File: config.mk
export PLATFORM = sky130hd
export DESIGN_NAME = adcsq_seq
export DESIGN_NICKNAME = d
export VERILOG_FILES = /design/src/adcsq_pkg.sv /design/src/adcsq_convclk.sv /design/src/adcsq_seq.sv
export SDC_FILE = /design/constraint.sdc
export NUM_CORES = 1
export LEC_CHECK = 0
export BUFFER_PORTS_ARGS = -buffer_cell sky130_fd_sc_hd__buf_2
export CORE_MARGIN = 3
export CORE_UTILIZATION = 40
export CTS_BUF_LIST = sky130_fd_sc_hd__clkbuf_4
export DETAILED_ROUTE_END_ITERATION = 12
export GPL_TIMING_DRIVEN = 0
export PLACE_DENSITY = 0.56
export SLEW_MARGIN = 20
export SYNTH_ARGS = -nofsm -noshare
export SYNTH_HDL_FRONTEND = slang
export SYNTH_SLANG_ARGS = --single-unit
File: constraint.sdc
create_clock -name i_clk -period 3.3 [get_ports i_clk]
set_input_delay 0.165 -clock i_clk [delete_from_list [all_inputs] [get_ports i_clk]]
set_output_delay 0.165 -clock i_clk [all_outputs]
set_load 0.02 [all_outputs]
File: src/adcsq_pkg.sv
// Shared types, constants and state layouts for the converter control sequencer.
// How it works
// - Codes 00/01 power down, keep clock source.
// - Codes 10/11 run on internal/external clock.
// - Bit 5 picks internal or external acquisition.
// - Bit 4 picks pair or single-ended input.
// - Bit 3 picks bipolar or unipolar range.
// - Single-ended: codes 0-5 route channel, common negative.
// - Pair mode: pairs 0/1, 2/3, 4/5 routed.
// - Tracking starts on write strobe rising edge.
// - External acquisition holds on next write edge.
// - Internal acquisition holds on fourth falling edge.
// - Internal acquisition then starts conversion automatically.
// - Conversion lasts exactly thirteen conversion clocks.
// - Write during conversion aborts, starts new acquisition.
// - External acquisition uses two writes, bit set then cleared.
// - Second write may change the power bits.
// - Write edge with select low captures byte.
// - Done flag low at result, high on read/write.
// - Result straight binary unipolar, two's complement bipolar.
// - Power-up defaults to external conversion clock.
package adcsq_pkg;

  // Control byte fields, most significant bit first.
  typedef struct packed {
    logic power_sel_hi;
    logic power_sel_lo;
    logic acquisition_timing_sel;
    logic single_or_pair_sel;
    logic polarity_sel;
    logic chan_sel_2;
    logic chan_sel_1;
    logic chan_sel_0;
  } adcsq_ctl_s;

  // Power field codes, also used as the reported power mode.
  localparam logic [1:0] PWR_FULL_DOWN = 2'h0;
  localparam logic [1:0] PWR_STANDBY = 2'h1;
  localparam logic [1:0] PWR_NORM_INT = 2'h2;
  localparam logic [1:0] PWR_NORM_EXT = 2'h3;

  // Power-up control byte: normal operation on the external clock.
  localparam adcsq_ctl_s CTL_RESET = 8'hC0;

  // Sizes of the result and of the channel address.
  localparam int RESULT_W = 12;
  localparam logic [11:0] RESULT_MSB = 12'h800;
  localparam logic [11:0] RESULT_ZERO = 12'h000;
  localparam logic [2:0] CHAN_ZERO = 3'h0;
  localparam logic [2:0] CHAN_PAIR_FLIP = 3'h1;

  // Internal conversion clock: half period and its count of system clocks, rounded up.
  localparam int CLK_PERIOD_PS = 8000;
  localparam int INT_CLK_HALF_NS = 140;
  localparam logic [4:0] INT_HALF_CYC = 5'((INT_CLK_HALF_NS * 1000 + CLK_PERIOD_PS - 1) / CLK_PERIOD_PS);

  // Acquisition and conversion lengths in conversion-clock falling edges.
  localparam logic [3:0] ACQ_FALL_EDGES = 4'h4;
  localparam logic [3:0] CONV_CYCLES = 4'hD;

  // Sequencer states.
  typedef enum logic [1:0] {
    ST_IDLE,
    ST_ACQ_INT,
    ST_ACQ_EXT,
    ST_CONV
  } adcsq_state_e;

  // Whole state of the sequencer.
  typedef struct packed {
    adcsq_state_e state;
    logic wr_prev;
    logic rd_prev;
    adcsq_ctl_s ctl;
    logic use_int;
    logic int_n;
    logic track;
    logic [1:0] pwr;
    logic [3:0] cnt;
    logic [11:0] dac;
    logic [11:0] result;
    logic [2:0] pos_chan;
    logic [2:0] neg_chan;
    logic neg_com;
  } adcsq_seq_s;

  // Reset value of the sequencer state.
  localparam adcsq_seq_s SEQ_RESET = '{state: ST_IDLE, wr_prev: 1'b1, rd_prev: 1'b1, ctl: CTL_RESET,
    use_int: 1'b0, int_n: 1'b1, track: 1'b0, pwr: PWR_NORM_EXT, cnt: 4'h0, dac: 12'h000,
    result: 12'h000, pos_chan: 3'h0, neg_chan: 3'h0, neg_com: 1'b1};

  // Whole state of the conversion clock source.
  typedef struct packed {
    logic ext_prev;
    logic phase;
    logic [4:0] cnt;
    logic fall;
  } adcsq_clk_s;

  // Reset value of the clock source state.
  localparam adcsq_clk_s CLK_RESET = '{ext_prev: 1'b0, phase: 1'b1, cnt: 5'h00, fall: 1'b0};

endpackage

File: src/adcsq_convclk.sv
// Conversion clock source: internal divider or external pin, as a falling-edge pulse.
`timescale 1ns/10ps
module adcsq_convclk
  import adcsq_pkg::*;
(
  // Clock and reset.
  input wire logic i_clk,
  input wire logic i_arst_n,
  // Control from the sequencer.
  input wire logic i_use_int,
  input wire logic i_run,
  input wire logic i_restart,
  // External conversion clock pin.
  input wire logic i_ext_clk,
  // One-cycle pulse per conversion-clock falling edge.
  output logic o_fall
);

  // Registered state and its next value.
  adcsq_clk_s st_ff;
  adcsq_clk_s nxt_st;

  // Next-state logic for both clock sources.
  always_comb begin
    nxt_st = st_ff;
    nxt_st.ext_prev = i_ext_clk;
    nxt_st.fall = 1'b0;
    if (!i_run || i_restart) begin
      // The divider restarts high so the first falling edge lands a half period after a write.
      nxt_st.cnt = 5'h00;
      nxt_st.phase = 1'b1;
    end else if (i_use_int) begin
      // Internal divider toggles its phase every half period.
      if (st_ff.cnt == INT_HALF_CYC - 5'h01) begin
        nxt_st.cnt = 5'h00;
        nxt_st.phase = ~st_ff.phase;
        nxt_st.fall = st_ff.phase;
      end else begin
        nxt_st.cnt = st_ff.cnt + 5'h01;
      end
    end else begin
      // External clock pin is synchronous; a high-to-low step is a falling edge.
      nxt_st.fall = st_ff.ext_prev & ~i_ext_clk;
    end
  end

  // State register.
  always_ff @(posedge i_clk or negedge i_arst_n) begin
    if (!i_arst_n) begin
      st_ff <= CLK_RESET;
    end else begin
      st_ff <= nxt_st;
    end
  end

  // The edge pulse comes straight from its flip-flop.
  assign o_fall = st_ff.fall;

endmodule

File: src/adcsq_seq.sv
// Control byte decoder and track, hold and conversion sequencer of the converter.
`timescale 1ns/10ps
module adcsq_seq
  import adcsq_pkg::*;
(
  // Clock and reset.
  input wire logic i_clk,
  input wire logic i_arst_n,
  // Parallel host interface strobes, active low.
  input wire logic i_cs_n,
  input wire logic i_wr_n,
  input wire logic i_rd_n,
  // Low eight data lines carrying the control byte.
  input wire logic [7:0] i_data,
  // External conversion clock pin.
  input wire logic i_ext_clk,
  // Comparator answer: high when the input is at or above the trial code.
  input wire logic i_cmp,
  // Done flag, active low.
  output logic o_int_n,
  // Track/hold and converter status.
  output logic o_track,
  output logic o_converting,
  output logic o_clk_internal,
  output logic [1:0] o_power_mode,
  // Input routing.
  output logic [2:0] o_pos_chan,
  output logic [2:0] o_neg_chan,
  output logic o_neg_com,
  output logic o_unipolar,
  // Trial code to the capacitive DAC and finished result.
  output logic [11:0] o_dac_code,
  output logic [11:0] o_result
);

  // Registered state and its next value.
  adcsq_seq_s st_ff;
  adcsq_seq_s nxt_st;

  // Decoded host events and the incoming control byte.
  logic wr_evt;
  logic rd_evt;
  adcsq_ctl_s ctl_in;
  logic [11:0] trial_mask;
  logic conv_fall;

  // Routes the positive and negative sampling inputs for a control byte.
  function automatic logic [6:0] route_inputs(input adcsq_ctl_s c);
    logic [2:0] chan;
    chan = {c.chan_sel_2, c.chan_sel_1, c.chan_sel_0};
    if (c.single_or_pair_sel) begin
      // Single-ended: selected channel against the common reference input.
      route_inputs = {1'b1, CHAN_ZERO, chan};
    end else begin
      // Pair mode: the partner of the pair is negative.
      route_inputs = {1'b0, chan ^ CHAN_PAIR_FLIP, chan};
    end
  endfunction

  // Formats a finished code as straight binary or two's complement.
  function automatic logic [11:0] format_result(input logic [11:0] code, input logic unipolar);
    if (unipolar) begin
      format_result = code;
    end else begin
      // Offset binary becomes two's complement by flipping the top bit.
      format_result = code ^ RESULT_MSB;
    end
  endfunction

  // Conversion clock source.
  adcsq_convclk u_convclk (
    .i_clk(i_clk),
    .i_arst_n(i_arst_n),
    .i_use_int(st_ff.use_int),
    .i_run(st_ff.state != ST_IDLE),
    .i_restart(wr_evt),
    .i_ext_clk(i_ext_clk),
    .o_fall(conv_fall)
  );

  // Host events: write on the strobe rising edge, read on the read falling edge, both under select.
  always_comb begin
    wr_evt = !i_cs_n && !st_ff.wr_prev && i_wr_n;
    rd_evt = !i_cs_n && st_ff.rd_prev && !i_rd_n;
    ctl_in = adcsq_ctl_s'(i_data);
    trial_mask = RESULT_MSB >> st_ff.cnt;
  end

  // Next-state logic of the sequencer.
  always_comb begin
    nxt_st = st_ff;
    nxt_st.wr_prev = i_wr_n;
    nxt_st.rd_prev = i_rd_n;
    // A read releases the done flag; a completion in the same cycle is applied later and wins.
    if (rd_evt) begin
      nxt_st.int_n = 1'b1;
    end
    if (wr_evt) begin
      // Every write is accepted, even while powered down, and wakes the converter.
      nxt_st.int_n = 1'b1;
      nxt_st.ctl = ctl_in;
      if (ctl_in.power_sel_hi) begin
        // Normal codes choose the clock source.
        nxt_st.use_int = !ctl_in.power_sel_lo;
      end
      // Power-down codes leave the clock source as it was.
      nxt_st.pwr = {1'b1, !nxt_st.use_int};
      if (st_ff.state == ST_ACQ_EXT && !ctl_in.acquisition_timing_sel) begin
        // Second write of an external acquisition: hold now and convert.
        nxt_st.state = ST_CONV;
        nxt_st.track = 1'b0;
        nxt_st.cnt = 4'h0;
        nxt_st.dac = RESULT_MSB;
      end else begin
        // Any other write, including one during a conversion, starts a fresh acquisition.
        {nxt_st.neg_com, nxt_st.neg_chan, nxt_st.pos_chan} = route_inputs(ctl_in);
        nxt_st.track = 1'b1;
        nxt_st.cnt = 4'h0;
        nxt_st.dac = RESULT_ZERO;
        if (ctl_in.acquisition_timing_sel) begin
          // Open-ended acquisition until the host writes again.
          nxt_st.state = ST_ACQ_EXT;
        end else begin
          // Internally timed acquisition.
          nxt_st.state = ST_ACQ_INT;
        end
      end
    end else begin
      case (st_ff.state)
        ST_ACQ_INT: begin
          // Count falling edges; the fourth one ends tracking and starts conversion.
          if (conv_fall) begin
            if (st_ff.cnt == ACQ_FALL_EDGES - 4'h1) begin
              nxt_st.state = ST_CONV;
              nxt_st.track = 1'b0;
              nxt_st.cnt = 4'h0;
              nxt_st.dac = RESULT_MSB;
            end else begin
              nxt_st.cnt = st_ff.cnt + 4'h1;
            end
          end
        end
        ST_ACQ_EXT: begin
          // Tracking continues until the second write.
          nxt_st.track = 1'b1;
        end
        ST_CONV: begin
          // Twelve edges decide one bit each, the thirteenth closes the conversion.
          if (conv_fall) begin
            if (st_ff.cnt == CONV_CYCLES - 4'h1) begin
              nxt_st.state = ST_IDLE;
              nxt_st.result = format_result(st_ff.dac, st_ff.ctl.polarity_sel);
              nxt_st.int_n = 1'b0;
              // A power-down code in the last byte takes effect once the result is in.
              if (st_ff.ctl.power_sel_hi) begin
                nxt_st.pwr = {1'b1, !st_ff.use_int};
              end else begin
                nxt_st.pwr = {1'b0, st_ff.ctl.power_sel_lo};
              end
            end else begin
              // Keep or drop the bit on trial and put the next lower bit on trial.
              nxt_st.dac = (st_ff.dac & ~(i_cmp ? RESULT_ZERO : trial_mask)) | (trial_mask >> 1);
              nxt_st.cnt = st_ff.cnt + 4'h1;
            end
          end
        end
        default: begin
          // Idle: nothing moves until the next write.
          nxt_st.track = 1'b0;
        end
      endcase
    end
  end

  // State register; power-up state is normal operation on the external clock.
  always_ff @(posedge i_clk or negedge i_arst_n) begin
    if (!i_arst_n) begin
      st_ff <= SEQ_RESET;
    end else begin
      st_ff <= nxt_st;
    end
  end

  // Outputs come straight from the state register.
  assign o_int_n = st_ff.int_n;
  assign o_track = st_ff.track;
  assign o_converting = (st_ff.state == ST_CONV);
  assign o_clk_internal = st_ff.use_int;
  assign o_power_mode = st_ff.pwr;
  assign o_pos_chan = st_ff.pos_chan;
  assign o_neg_chan = st_ff.neg_chan;
  assign o_neg_com = st_ff.neg_com;
  assign o_unipolar = st_ff.ctl.polarity_sel;
  assign o_dac_code = st_ff.dac;
  assign o_result = st_ff.result;

  // Helper: counts conversion-clock falling edges seen while converting.
  logic [4:0] chk_edges_ff;
  always_ff @(posedge i_clk or negedge i_arst_n) begin
    if (!i_arst_n) begin
      chk_edges_ff <= 5'h00;
    end else if (st_ff.state != ST_CONV) begin
      chk_edges_ff <= 5'h00;
    end else if (conv_fall) begin
      chk_edges_ff <= chk_edges_ff + 5'h01;
    end
  end
endmodule

==> impl_metrics.toml <==
[sta]
worst_slew_pin_slew_ns = 0.686
min_period_over_period_pct = 65.3
finalSetupViolations = 0
hold_viol = 0
setup_slack_ns = 1.14
finClkSkew_ns = 0.0267
drv_slew = 0
period_minus_slack_ns = 2.16
clock.fmax_mhz = 464
relSlewSlack_pct = 54.2
rsz0062_at_grt = "false"
tns_ns = 0

[final_layout]
post-route-util_pct = 49.9
diodes = 0
drive_gt1_share_pct = 36.1
final_cell_mix = "buf_2, dfrtp_1, nand2_1"
final_common_cell = "buf_2"
final_nets = 388
syn2layout_area_growth_pct = 19.8
nFillCells = 707

[placement]
dpl.hpwl_um = 4390
gp_congestion = 0.789
portBuffers = 52
post-place-ws_ns = 1.36

[grt]
grt_pass1_vias = 2110
overflow = 0
grt.total_usage_pct = 14.9
grt_max_degree = 56
grt_antenna_before_repair = 0
grt_pass1_wl_um = 10200

[pwr]
ir_drop_uv = 270
switchingPower_mw = 0.517
combPwrFrac_pct = 25.6
p_leak_nw = 1.85
p_int_mw = 1.11
seqPwrFrac_pct = 50.9
clockPowerShare_pct = 23.5
powerDensity_mw_per_mm2 = 448
power_mw = 1.63
p_sw_share_pct = 31.7

[worst_setup_path]
path_max_fanout = 10
critPathLaunchType = "input port"
endpoint_kind = "flop"
path_cells = "dlygate4sd3_1 -> buf_2 -> nor3b_4 -> clkbuf_1 -> a21oi_1 -> a31oi_1 -> dlygate4sd3_1"
arrival_ns = 2.49
timing.critical_path.mode_cell = "dlygate4sd3_1"
critPathRequiredTime_ns = 3.63
crit_slowest_cell = "dlygate4sd3_1"
crit_type = "in2reg"
critPathMaxStageDelay_ns = 0.57

[floorplan]
core-area_mm2 = 0.00729
fp.dieW_um = 93.1
initial_utilization_pct = 41.6
die-area_mm2 = 0.00867
rows = 31
ios = 53
die_h_um = 93.1

[synth]
synth_area_leaders = "dfrtp_1, buf_4, dfstp_2, nand2_1, mux2_4"
ys_ff_latch = 55
synth_cells = 293
syn_avg_cell_area_um2 = 10.4
syn-cell-area_mm2 = 0.00304
synth_nets = 316
synth_edf_count = 0
seq_area_frac_synth_pct = 45.7
synth_cell_type_count = 54
yosysWarnings = 0
yosys_most_used_dff = "dfrtp_1"
async_flop_share_pct = 100
synth_top_area_share_pct = 37.9
yosysTopAreaCell = "dfrtp_1"

[routing]
wl_met1_um = 3040
route.met3.wl_um = 244
drt-total-wl_um = 6140
wl_met2_um = 2790
routed-via-count = 2255
wl_per_cell_um = 13.2
vias_per_cell = 4.85
route.detailed.drc = 0
first_pass_iters = 4
ant_nets = 0
drtIter0Drc = 58
top_layer = "met4"

[run]
cap_violations = 0

[clock_network]
cts_made_buffers = 5
ctsHoldBuffers = 13
cts_tree = "done"
postCtsSetupBuffers = 0
h-tree-depth = 2
cts.clk_slew.worst_paths_ns = 0.18
clock_sinks = 55
cts_root_buf = "clkbuf_4"
clock_latency_ns = 0.39
cts.path.max_buffers = 2
postCtsResizedCells = 0

[worst_hold_path]
hp-class = "in2reg"

[run_status]
status = "complete, no violations"
-- power groups by stage --
stage	clock (mW)	combinational, mW	sequential (mW)
after global routing	0.427	0.466	0.846
after CTS	0.402	0.424	0.831
after floorplan	0	0.288	0.837
after global placement	0	0.401	0.841
final	0.384	0.417	0.829
after detailed placement	0	0.406	0.843
-- synth_stat cells, drive strengths merged, types with 3 or more instances --
master / n
nor3b: 3
mux2: 12
o31ai: 3
inv: 8
nand2b: 5
a32oi: 3
a32o: 3
ha: 8
a21oi: 10
nor2: 17
nor2b: 6
o21ai: 9
dfstp: 9
nand2: 39
clkbuf: 3
and2: 3
dfrtp: 46
nor3: 3
nand3: 23
a21o: 8
buf: 40
mux2i: 6
-- flip-flops by register name, summed over array words and instances, names as in the netlist, 2 cells and up --
name and count:
st_ff 10, o_pos_chan 3, o_dac_code 12, o_neg_chan 3
o_power_mode 2, o_result 12, u_convclk.st_ff 7
-- per-stage QoR --
stage / cells / instance area (um2) / hold slack [ns]
finish: 465 / 3640 / 0.114
global route: 465 / 3640 / 0.112
CTS: 465 / 3640 / 0.0730
detailed placement: 444 / 3420 / 0.268
global placement: 444 / 3420 / 0.281
floorplan: 293 / 3040 / -0.131
-- final timing paths --
check                      startpoint        endpoint  slack (ns)  cells after the start
setup / recovery               i_wr_n  o_clk_internal        1.14                      7
max in group asynchronous    i_arst_n   o_dac_code[0]        2.49                      2
setup reg to reg            st_ff[49]  o_clk_internal        1.18                      5
hold / removal              i_data[5]       st_ff[51]        0.11                      3
min in group asynchronous    i_arst_n       st_ff[31]        0.35                      2
hold reg to reg             o_neg_com       o_neg_com        0.48                      2
-- routing by layer --
metal / up-vias / global-route usage, %
met1: 1067 / 20.3
met5: - / 0
met3: 5 / 2.90
met2: 49 / 24.2
met4: 0 / 4.03
li1: 1134 / -
-- worst max-delay path: cells and delay by family --
| kind | cells | cell delay (ns) |
|---|---|---|
| buffers and inverters | 4 | 1.61 |
| AO/OA/AOI/OAI | 2 | 0.27 |
| AND/OR/NAND/NOR | 1 | 0.44 |
-- final cells by class --
class | instances | area, um2 | share of cell area (%)
tap | 99 | 124 | 3.41
inverter | 8 | 30.0 | 0.826
clock buffer | 5 | 37.5 | 1.03
timing repair buffer | 65 | 393 | 10.8
clock inverter | 3 | 46.3 | 1.27
sequential | 55 | 1390 | 38.2
multi-input combinational | 187 | 1290 | 35.6
buffer | 43 | 324 | 8.91
-- cells by family (layout without fill, tap and decap cells) --
logic type / count (synthesis) / after routing / synth area share, %
AND/OR/NAND/NOR: 109 / 109 / 19.3
multiplexers: 18 / 18 / 7.54
buffers and inverters: 51 / 124 / 11.7
XOR/XNOR: 2 / 2 / 0.577
AO/OA/AOI/OAI: 50 / 50 / 11.9
flip-flops: 55 / 55 / 45.7
adder cells (fa/ha/maj): 8 / 8 / 3.30
Note: power is estimated with default switching activity, not from simulation.
